**src/rtl/eprom_ctl_params.svh**
```systemverilog
// Timing and geometry constants for the EPROM program/verify controller.
`ifndef EPROM_CTL_PARAMS_SVH
`define EPROM_CTL_PARAMS_SVH
`define CLK_PERIOD_NS 100
`define ADDR_W 12
`define DATA_W 8
`define WORDS 4096
`define ERASED_BYTE 8'hFF
`define PGM_PULSE_NOM_MS 50
`define PGM_PULSE_MAX_MS 55
`define PGM_PULSE_CYC ((`PGM_PULSE_NOM_MS * 1000000) / `CLK_PERIOD_NS)
`define PGM_PULSE_MAX_CYC ((`PGM_PULSE_MAX_MS * 1000000) / `CLK_PERIOD_NS)
`define SETUP_US 2
`define SETUP_CYC ((`SETUP_US * 1000 + `CLK_PERIOD_NS - 1) / `CLK_PERIOD_NS)
`define ACCESS_NS 450
`define ACCESS_CYC ((`ACCESS_NS + `CLK_PERIOD_NS - 1) / `CLK_PERIOD_NS)
`define OE_LATE_NS 330
`define OE_LATE_CYC (`OE_LATE_NS / `CLK_PERIOD_NS)
`define VERIFY_DV_NS 450
`define VERIFY_DV_CYC ((`VERIFY_DV_NS + `CLK_PERIOD_NS - 1) / `CLK_PERIOD_NS)
`endif

```
**src/rtl/eprom_ctl_pkg.sv**
```systemverilog
// Types shared by the EPROM program/verify controller.
package eprom_ctl_pkg;
  typedef enum logic [1:0] {
    CMD_READ,
    CMD_PROGRAM,
    CMD_VERIFY
  } cmd_e;
  typedef struct packed {
    cmd_e cmd;
    logic [11:0] addr;
    logic [7:0] data;
    logic [1:0] dev;
  } req_s;
  typedef struct packed {
    logic [7:0] data;
    logic mismatch;
  } rsp_s;
endpackage : eprom_ctl_pkg

```
**src/rtl/eprom_pin_timer.sv**
```systemverilog
// Down counter that times each phase of a pin sequence.
`timescale 1ns/1ps
module eprom_pin_timer #(
  parameter int W = 20
) (
  input wire logic core_clk,
  input wire logic rst,
  input wire logic load,
  input wire logic [W-1:0] count,
  output logic done
);
  logic [W-1:0] remain;
  // Load sets a fresh count; done rises one cycle after it reaches zero.
  always_ff @(posedge core_clk or posedge rst) begin
    if (rst) begin
      remain <= '0;
    end else if (load) begin
      remain <= count;
    end else if (remain != '0) begin
      remain <= remain - 1'b1;
    end
  end
  always_ff @(posedge core_clk or posedge rst) begin
    if (rst) begin
      done <= 1'b0;
    end else begin
      done <= !load && (remain == '0);
    end
  end
endmodule : eprom_pin_timer

```
**src/rtl/eprom_prog_ctl.sv**
```systemverilog
// Host-side controller that reads, programs and verifies an EPROM array.
// Functional notes
// Chip select decoded per device; output enable common, driven as read strobe.
// Device drives data only when selected and read; we float while reading.
// Shared inputs across devices; only the addressed device gets a program pulse.
// Strobes of devices not being programmed stay high throughout programming.
// Every programmed location is read back and compared with intended data.
// Verify holds both enables low; data sampled after valid delay.
// Output enable falls no later than 330 ns after chip select.
// Programming mode signalled by programming voltage request on shared pin.
// Exactly one high pulse, 50 ms nominal, never above 55 ms; the strobe is driven low for the pulse.
// Erased bytes read FF; programming only clears bits to zero.
// Chip select high places device in standby with outputs floating.
// Programming voltage presence is a separate mode output bit.
`timescale 1ns/1ps
`include "eprom_ctl_params.svh"
module eprom_prog_ctl
  import eprom_ctl_pkg::*;
#(
  parameter int DEVS = 4,
  parameter int PULSE_CYC = `PGM_PULSE_CYC,
  parameter int PULSE_MAX_CYC = `PGM_PULSE_MAX_CYC
) (
  input wire logic core_clk,
  input wire logic rst,
  input wire logic req_valid,
  input wire req_s req,
  output logic req_ready,
  output logic rsp_valid,
  output rsp_s rsp,
  output logic rsp_error,
  output logic [DEVS-1:0] select_program_strobe,
  output logic output_enable_n,
  output logic vpp_mode,
  output logic [`ADDR_W-1:0] addr,
  output logic [`DATA_W-1:0] data_out,
  output logic data_oe_n,
  input wire logic [`DATA_W-1:0] data_in
);
  typedef enum {
    ST_IDLE,
    ST_SETUP,
    ST_PULSE,
    ST_HOLD,
    ST_SELECT,
    ST_ACCESS,
    ST_DONE
  } state_e;

  localparam int TW = 20;

  state_e state;
  state_e next_state;
  req_s cur;
  logic tmr_load;
  logic [TW-1:0] tmr_count;
  logic tmr_done;
  logic [DEVS-1:0] dev_bit;
  logic [TW-1:0] pulse_len;

  // Timer phases follow on from each other, so one counter serves all.
  eprom_pin_timer #(.W(TW)) u_timer (
    .core_clk(core_clk),
    .rst(rst),
    .load(tmr_load),
    .count(tmr_count),
    .done(tmr_done)
  );

  // One-hot decode of the device index for the chip select pins.
  function automatic logic [DEVS-1:0] dev_onehot(input logic [1:0] idx);
    logic [DEVS-1:0] v;
    v = '0;
    v[idx] = 1'b1;
    return v;
  endfunction : dev_onehot

  // Clamp the pulse so a mis-set parameter can never overstress a cell.
  // A timed phase lasts its count plus two cycles, so the clamp keeps that margin.
  // pulse width bound
  assign pulse_len = TW'((PULSE_CYC > PULSE_MAX_CYC - 2) ? PULSE_MAX_CYC - 2 : PULSE_CYC);
  assign dev_bit = dev_onehot(cur.dev);

  ////////////////////////////////////////////////////////////////////////////
  // Sequencer.

  // Next state and timer reload; phases advance only when the timer expires.
  always_comb begin
    next_state = state;
    tmr_load = 1'b0;
    tmr_count = '0;
    case (state)
      ST_IDLE: begin
        if (req_valid) begin
          next_state = (req.cmd == CMD_PROGRAM) ? ST_SETUP : ST_SELECT;
          tmr_load = 1'b1;
          tmr_count = TW'(`SETUP_CYC);
        end
      end
      ST_SETUP: begin
        if (tmr_done) begin
          next_state = ST_PULSE;
          tmr_load = 1'b1;
          tmr_count = pulse_len;
        end
      end
      ST_PULSE: begin
        if (tmr_done) begin
          next_state = ST_HOLD;
          tmr_load = 1'b1;
          tmr_count = TW'(`SETUP_CYC);
        end
      end
      ST_HOLD: begin
        if (tmr_done) begin
          next_state = ST_SELECT;
          tmr_load = 1'b1;
          tmr_count = TW'(`SETUP_CYC);
        end
      end
      ST_SELECT: begin
        if (tmr_done) begin
          next_state = ST_ACCESS;
          tmr_load = 1'b1;
          tmr_count = TW'(`VERIFY_DV_CYC);
        end
      end
      ST_ACCESS: begin
        if (tmr_done) begin
          next_state = ST_DONE;
        end
      end
      ST_DONE: begin
        next_state = ST_IDLE;
      end
      default: begin
        next_state = ST_IDLE;
      end
    endcase
  end

  always_ff @(posedge core_clk or posedge rst) begin
    if (rst) begin
      state <= ST_IDLE;
    end else begin
      state <= next_state;
    end
  end

  // Capture the request once; strobe decode and answer use this copy, while addr and data_out register req directly.
  always_ff @(posedge core_clk or posedge rst) begin
    if (rst) begin
      cur <= '0;
    end else if (state == ST_IDLE && req_valid) begin
      cur <= req;
    end
  end

  always_ff @(posedge core_clk or posedge rst) begin
    if (rst) begin
      req_ready <= 1'b0;
    end else begin
      req_ready <= (next_state == ST_IDLE);
    end
  end

  ////////////////////////////////////////////////////////////////////////////
  // Pin drive, all registered; strobes and enables decode the next state.

  // decoded chip select
  // only the addressed strobe pulses
  // other strobes held high
  // idle leaves every device in standby
  // verify holds select low
  always_ff @(posedge core_clk or posedge rst) begin
    if (rst) begin
      select_program_strobe <= '1;
    end else begin
      case (next_state)
        ST_PULSE: select_program_strobe <= ~dev_bit;
        ST_SELECT, ST_ACCESS: select_program_strobe <= ~dev_bit;
        default: select_program_strobe <= '1;
      endcase
    end
  end

  // Output enable falls together with select, well inside the 330 ns allowance.
  // early output enable
  // verify holds output enable low
  always_ff @(posedge core_clk or posedge rst) begin
    if (rst) begin
      output_enable_n <= 1'b1;
    end else begin
      output_enable_n <= !(next_state == ST_SELECT || next_state == ST_ACCESS);
    end
  end

  // programming voltage request
  // separate mode bit
  always_ff @(posedge core_clk or posedge rst) begin
    if (rst) begin
      vpp_mode <= 1'b0;
    end else begin
      vpp_mode <= (next_state == ST_SETUP || next_state == ST_PULSE || next_state == ST_HOLD);
    end
  end

  // The data bus is ours only around the program pulse, avoiding contention.
  // host floats during reads
  always_ff @(posedge core_clk or posedge rst) begin
    if (rst) begin
      data_oe_n <= 1'b1;
      data_out <= `ERASED_BYTE;
      addr <= '0;
    end else begin
      data_oe_n <= !(next_state == ST_SETUP || next_state == ST_PULSE
                     || next_state == ST_HOLD);
      if (state == ST_IDLE && req_valid) begin
        addr <= req.addr;
        data_out <= req.data;
      end
    end
  end

  ////////////////////////////////////////////////////////////////////////////
  // Answer.

  // compare readback after programming
  // a bit cannot be set back to one
  always_ff @(posedge core_clk or posedge rst) begin
    if (rst) begin
      rsp_valid <= 1'b0;
      rsp <= '0;
      rsp_error <= 1'b0;
    end else begin
      rsp_valid <= (state == ST_ACCESS && tmr_done);
      if (state == ST_ACCESS && tmr_done) begin
        rsp.data <= data_in;
        rsp.mismatch <= (cur.cmd != CMD_READ) && (data_in != cur.data);
        rsp_error <= (cur.cmd == CMD_PROGRAM) && |(cur.data & ~data_in);
      end
    end
  end

  ////////////////////////////////////////////////////////////////////////////
  // Checks.

  logic [TW-1:0] low_cnt;
  always_ff @(posedge core_clk or posedge rst) begin
    if (rst) begin
      low_cnt <= '0;
    end else if (vpp_mode && select_program_strobe != '1) begin
      low_cnt <= low_cnt + 1'b1;
    end else begin
      low_cnt <= '0;
    end
  end

  a_pulse_width_max: assert property (@(posedge core_clk) disable iff (rst)
    low_cnt <= TW'(PULSE_MAX_CYC)) else $error("program pulse too long");
  a_strobe_one_device: assert property (@(posedge core_clk) disable iff (rst)
    $onehot0(~select_program_strobe)) else $error("more than one device selected");
  a_verify_enables: assert property (@(posedge core_clk) disable iff (rst)
    rsp_valid |-> $past(!output_enable_n && select_program_strobe != '1))
    else $error("verify sampled without both enables low");
  a_oe_with_select: assert property (@(posedge core_clk) disable iff (rst)
    $fell(&select_program_strobe) && !vpp_mode |-> !output_enable_n)
    else $error("output enable late after select");
  a_vpp_no_read: assert property (@(posedge core_clk) disable iff (rst)
    vpp_mode |-> output_enable_n) else $error("read enable during programming");
  a_float_on_read: assert property (@(posedge core_clk) disable iff (rst)
    !output_enable_n |-> data_oe_n) else $error("host drives bus during read");
  a_program_verifies: assert property (@(posedge core_clk) disable iff (rst)
    $fell(vpp_mode) |-> ##[1:40] !output_enable_n) else $error("no verify after program");
  a_idle_standby: assert property (@(posedge core_clk) disable iff (rst)
    state == ST_IDLE |-> &select_program_strobe) else $error("device selected while idle");
  a_setup_before_pulse: assert property (@(posedge core_clk) disable iff (rst)
    $rose(vpp_mode) |-> (&select_program_strobe) [*8]) else $error("pulse without setup");
endmodule : eprom_prog_ctl

```
**config.mk**
```make
export PLATFORM = sky130hd
export DESIGN_NAME = eprom_prog_ctl
export DESIGN_NICKNAME = d
export VERILOG_FILES = /design/src/rtl/eprom_ctl_pkg.sv /design/src/rtl/eprom_pin_timer.sv /design/src/rtl/eprom_prog_ctl.sv
export VERILOG_INCLUDE_DIRS = /design/src /design/src/rtl
export SDC_FILE = /design/constraint.sdc
export NUM_CORES = 1
export LEC_CHECK = 0
export ABC_AREA = 1
export BUFFER_PORTS_ARGS = -buffer_cell sky130_fd_sc_hd__buf_2
export CELL_PAD_IN_SITES_DETAIL_PLACEMENT = 0
export CELL_PAD_IN_SITES_GLOBAL_PLACEMENT = 1
export CORE_MARGIN = 2
export CORE_UTILIZATION = 46
export DETAILED_ROUTE_END_ITERATION = 8
export GPL_TIMING_DRIVEN = 0
export PLACE_DENSITY = 0.92
export SLEW_MARGIN = 20
export SYNTH_ARGS = -nofsm -noshare
export SYNTH_HDL_FRONTEND = slang
export SYNTH_SLANG_ARGS = --single-unit
```
**constraint.sdc**
```tcl
create_clock -name core_clk -period 4.8 [get_ports core_clk]
set_clock_uncertainty 0.05 [all_clocks]
set_input_delay 0.48 -clock core_clk [delete_from_list [all_inputs] [get_ports core_clk]]
set_output_delay 0.48 -clock core_clk [all_outputs]
set_load 0.05 [all_outputs]
```
Word level (Yosys, flattened, before mapping)
Cells that the tools add are included.
{"block": "classes", "addsub": 1, "n_lt_le_gt_ge": 2, "eq_ne": 17, "mux": 21, "bitwise_logic": 3, "n_reduce_logical": 23}
{"operator": "$eq A32 B3 Y1 const B", "count": 6}
{"operator": "$mux W32", "count": 6}
{"operator": "$pmux W32 S6", "count": 1}
{"operator": "$eq A32 B2 Y1 const B", "count": 4}
{"operator": "$eq A32 B4 Y1 const B", "count": 3}
{"operator": "$logic_not A32 Y1", "count": 3}
{"operator": "$pmux W19 S4", "count": 1}
{"operator": "$mux W20", "count": 2}
{"operator": "$eq A32 B1 Y1 const B", "count": 1}
{"operator": "$logic_not A20 Y1", "count": 1}
{"operator": "$reduce_bool A20 Y1", "count": 1}
{"operator": "$sub A20 B1 Y20 const B", "count": 1}
{"operator": "$mux W19", "count": 1}
{"operator": "$mux W5", "count": 2}
{"operator": "$and A8 B8 Y8", "count": 1}
{"operator": "$ne A8 B8 Y1", "count": 1}
{"operator": "$not A8 Y8", "count": 1}
{"operator": "$reduce_or A8 Y1", "count": 1}
{"operator": "$logic_and A1 B1 Y1", "count": 6}
{"operator": "$mux W3", "count": 2}
{"operator": "$eq A2 B1 Y1 const B", "count": 2}
{"operator": "$mux W4", "count": 1}
{"operator": "$not A4 Y4", "count": 1}
{"operator": "$reduce_bool A2 Y1", "count": 2}
{"operator": "other kinds (10)", "count": 16}
{"block": "totals", "ff_bits": 104, "out_inout_bits": 39, "elab_cells": 84}

Depth between registers and ports, before layout
{"block": "depth", "word_depth": 8, "depth_mapped": 15}

Cells and area by module
A second synthesis with hierarchy kept.
{"block": "unflattened", "hier_cells": 558, "hier_area_um2": 4722.0}
{"module": "eprom_prog_ctl", "instances": 1, "cells_each": 354, "area_each_um2": 3283.1, "seq_area_each_um2": 2094.5}
{"module": "eprom_pin_timer", "instances": 1, "cells_each": 204, "area_each_um2": 1438.9, "seq_area_each_um2": 525.5}

Worst setup path before layout
Ideal clock, no wire load.
{"block": "synth_path", "kind": "flip-flop to flip-flop", "start": "reg u_timer.remain[0]", "end": "reg u_timer.remain[13]", "setup_time_ns": 0.114, "arrival_time_ns": 1.594, "t_required_ns": 4.636, "slack_ns": 3.042, "stages_incl_launch_ff": 12, "period_less_slack_ns": 1.758, "path_cell_list": "dfrtp_1 inv_1 ha_1 nand3_2 nor3_2 nand2_1 nor2_1 nand2_1 inv_2 nand3_2 nand2_1 inv_1"}
{"block": "synth_via", "elab_chain_len": 3, "elab_cells_between_ends": 5}
{"element": "start: declaration", "line_no": "eprom_pin_timer.sv:12", "rtl": "logic [W-1:0] remain;"}
{"element": "start signal: assignment", "line_no": "eprom_pin_timer.sv:18", "rtl": "remain <= count;"}
{"element": "start signal: assignment", "line_no": "eprom_pin_timer.sv:20", "rtl": "remain <= remain - 1'b1;"}
{"element": "$sub A20 B1 Y20", "line_no": "eprom_pin_timer.sv:20"}
{"element": "$mux W20", "line_no": "eprom_pin_timer.sv:19", "rtl": "end else if (remain != '0) begin"}
{"element": "$mux W20", "line_no": "eprom_pin_timer.sv:17", "rtl": "end else if (load) begin"}
Several ways; a longest one is shown, not always the timed one. The select of a mux whose other input is x is not followed.
A chain may end at the register's enable or synchronous reset.

Final worst setup path
Same ends and word-level chain as after synthesis.

==> impl_metrics.tcl <==
set metrics [dict create \
    outcome "complete, no violations" \
    synth_edf_count 0 \
    crit_family "simple AND/OR/NAND/NOR gates" \
    comb_power_share_pct 3.3 \
    syn_area_per_cell_um2 9.01 \
    max_stage_delay_ns 0.44 \
    grtUsageTotal_pct 18.4 \
    vias_per_cell 4.66 \
    drtPass1Iterations 4 \
    layout_min_cycle_time_ns 2.11 \
    first_global_vias 3453 \
    path_cells "inv_1 > ha_1 > nand3_2 > nor3_2 > nand2_1 > nor2_1 > nand2_1 > inv_2 > nand3_2 > nand2_1 > inv_1" \
    slew_violations 0 \
    root_buffer "clkbuf_8" \
    ys_seq_elements 104 \
    postCtsResizedCells 0 \
    diodes 0 \
    yosysTopAreaCell "dfrtp_1" \
    multiInputGateArea_um2 1830 \
    final_common_cell "nand2_1" \
    htreeDepth 3 \
    synth_top_area_share_pct 49.3 \
    hpwl_um 6860 \
    async_reset_ff_share_pct 100 \
    clockBufferDepth 2 \
    die_y_um 104 \
    wl_um 9200 \
    worst_skew_pair.late_latency_ns 0.38 \
    syn_inst 507 \
    core_um2 9730 \
    cts_tree "yes" \
    vias 3529 \
    internal-power_w 0.00111 \
    synth_flop_cell "dfrtp_1" \
    grt_first_pass_wirelength_um 15900 \
    regArea_um2 2620 \
    port_buffers 73 \
    cts-hold-fix-buffers 0 \
    critical_path.slowest_cell "dfrtp_1" \
    grt_max_degree 64 \
    die_x_um 104 \
    cellLeakagePower_nw 2.86 \
    fin_tns_setup_ns 0 \
    finalSetupViolCount 0 \
    whs_ns 0.0331 \
    crit_buf_inv 3 \
    cts_buffers 9 \
    antenna_found_initial 0 \
    ant_nets 0 \
    ys_seq_area_share_pct 57.3 \
    path_clk_slew_ns 0.11 \
    post-cts-setup-buffers 0 \
    hold_path.class "input port to asynchronous set/reset pin" \
    pwr-share-clk_pct 36.5 \
    overflow 0 \
    cp.required_ns 5.03 \
    fin_util_pct 55.8 \
    drt_iter0_drc 140 \
    power.net_switching_w 0.000369 \
    nFillCells 910 \
    crit_fanout 7 \
    drc 0 \
    finalCritPeriodShare_pct 44.0 \
    synth.distinct_cells 38 \
    pin_count 74 \
    dp.cells 742 \
    crit_arrival_ns 2.34 \
    gp_congestion 0.871 \
    final_cell_mix "nand2_1, dfrtp_1, buf_2" \
    dieArea_um2 10700 \
    cp-end-kind "flip-flop" \
    seq_power_share_pct 60.3 \
    critical_path_class "flip-flop to flip-flop" \
    power_w 0.00148 \
    avgRoutedWirePerCell_um 12.1 \
    cap_violations 0 \
    rsz0062_at_grt "false" \
    instances_no_fill 758 \
    nets 664 \
    cp_common_cell "nand2_1" \
    reg2reg_slack_ns 2.69 \
    synth_warnings 0 \
    synth_area_um2 4570 \
    fmax_mhz 474 \
    startpoint_type "flip-flop" \
    powerDensity_nw_per_um2 273 \
    area_growth_pct 18.9 \
    hold_viol_final 0 \
    core.rowCount 36 \
    yosys-top-cells-area "dfrtp_1, nand2_1, dfstp_2" \
    drive_above_1_share_pct 23.4 \
    start_util_pct 47.0 \
    swShare_pct 24.9 \
    cts_sinks 104 \
    vdd_drop_max_v 0.000148 \
]
==> area by class of cell <==
type	instances	share of cell area (%)
flip-flops and latches	104	48.2
inverters	50	3.55
well taps	133	3.06
plain buffers	8	0.691
repair buffers	74	7.23
multi-input cells	373	33.7
clock inverters	7	1.27
clock buffers	9	2.28
==> registers in the layout, indices dropped and copies added, names as in the netlist <==
signal	count
addr	12
data_oe_n	1
u_timer.done	1
rsp_valid	1
state	32
data_out	8
vpp_mode	1
rsp_error	1
u_timer.remain	20
req_ready	1
rsp	9
cur	12
output_enable_n	1
select_program_strobe	4
==> final timing paths <==
check / startpoint / end / cells after the start
min in group core_clk: req[15] / addr[5] / 3
min: rst / rsp[1] / 2
max reg2reg: u_timer.remain[0] / u_timer.remain[13] / 11
min reg2reg: data_out[6] / data_out[6] / 2
max: u_timer.remain[0] / u_timer.remain[13] / 11
max in group asynchronous: rst / select_program_strobe[2] / 3
==> cell usage after synthesis, types with 2 or more instances <==
library cell	number
xor2_1	9
inv_2	5
nor2_2	9
a21oi_1	7
nor2_1	64
nand3_2	5
nand2_2	9
inv_1	45
nand2_1	162
dfstp_2	14
nand4_1	7
nor2_4	2
and3_1	3
ha_1	9
xnor2_1	4
nand3_1	7
buf_4	2
o21ai_1	3
nor4_1	4
nor3_1	4
nor3_2	3
o21ai_0	20
dfrtp_1	90
clkbuf_1	6
==> cell families after synthesis <==
| family | Yosys count | share of synthesized area [%] |
|---|---|---|
| AND/OR/NAND/NOR | 284 | 27.8 |
| flip-flops | 104 | 57.3 |
| AO/OA/AOI/OAI | 38 | 4.93 |
| adder cells (fa/ha/maj) | 9 | 2.46 |
| buffers and inverters | 58 | 4.93 |
| XOR/XNOR | 13 | 2.49 |
| other | 1 | 0.0821 |
==> stage by stage <==
step	worst slack [ns]	instance area [um2]
2_1_floorplan	1.56	4670
3_3_place_gp	0.519	5210
3_5_place_dp	2.69	5240
4_1_cts	2.66	5430
5_1_grt	2.43	5430
6_report	2.69	5430
==> power groups by stage <==
stage | logic (W) | registers (W) | clock network (W)
6_report | 0.0000483 | 0.000892 | 0.000540
2_1_floorplan | 0.0000248 | 0.000908 | 0
4_1_cts | 0.0000494 | 0.000892 | 0.000551
3_3_place_gp | 0.0000447 | 0.000909 | 0
5_1_grt | 0.0000572 | 0.000894 | 0.000592
3_5_place_dp | 0.0000495 | 0.000909 | 0
==> worst reg2reg max path, stage by stage (launching register included) <==
cell and delay [ns]:
dfrtp_1 0.44, inv_1 0.08, ha_1 0.22, nand3_2 0.15, nor3_2 0.22, nand2_1 0.09, nor2_1 0.13, nand2_1 0.17
inv_2 0.14, nand3_2 0.17, nand2_1 0.13, inv_1 0.04
==> layer usage <==
| layer | up-vias | GRT usage, % | wire length, um |
|---|---|---|---|
| li1 | 1773 | - | - |
| met1 | 1650 | 23.3 | 4120 |
| met2 | 88 | 29.8 | 4330 |
| met3 | 18 | 5.03 | 536 |
| met4 | 0 | 8.01 | 207 |
| met5 | - | 0 | 0 |
Note: power is estimated with default switching activity, not from simulation.
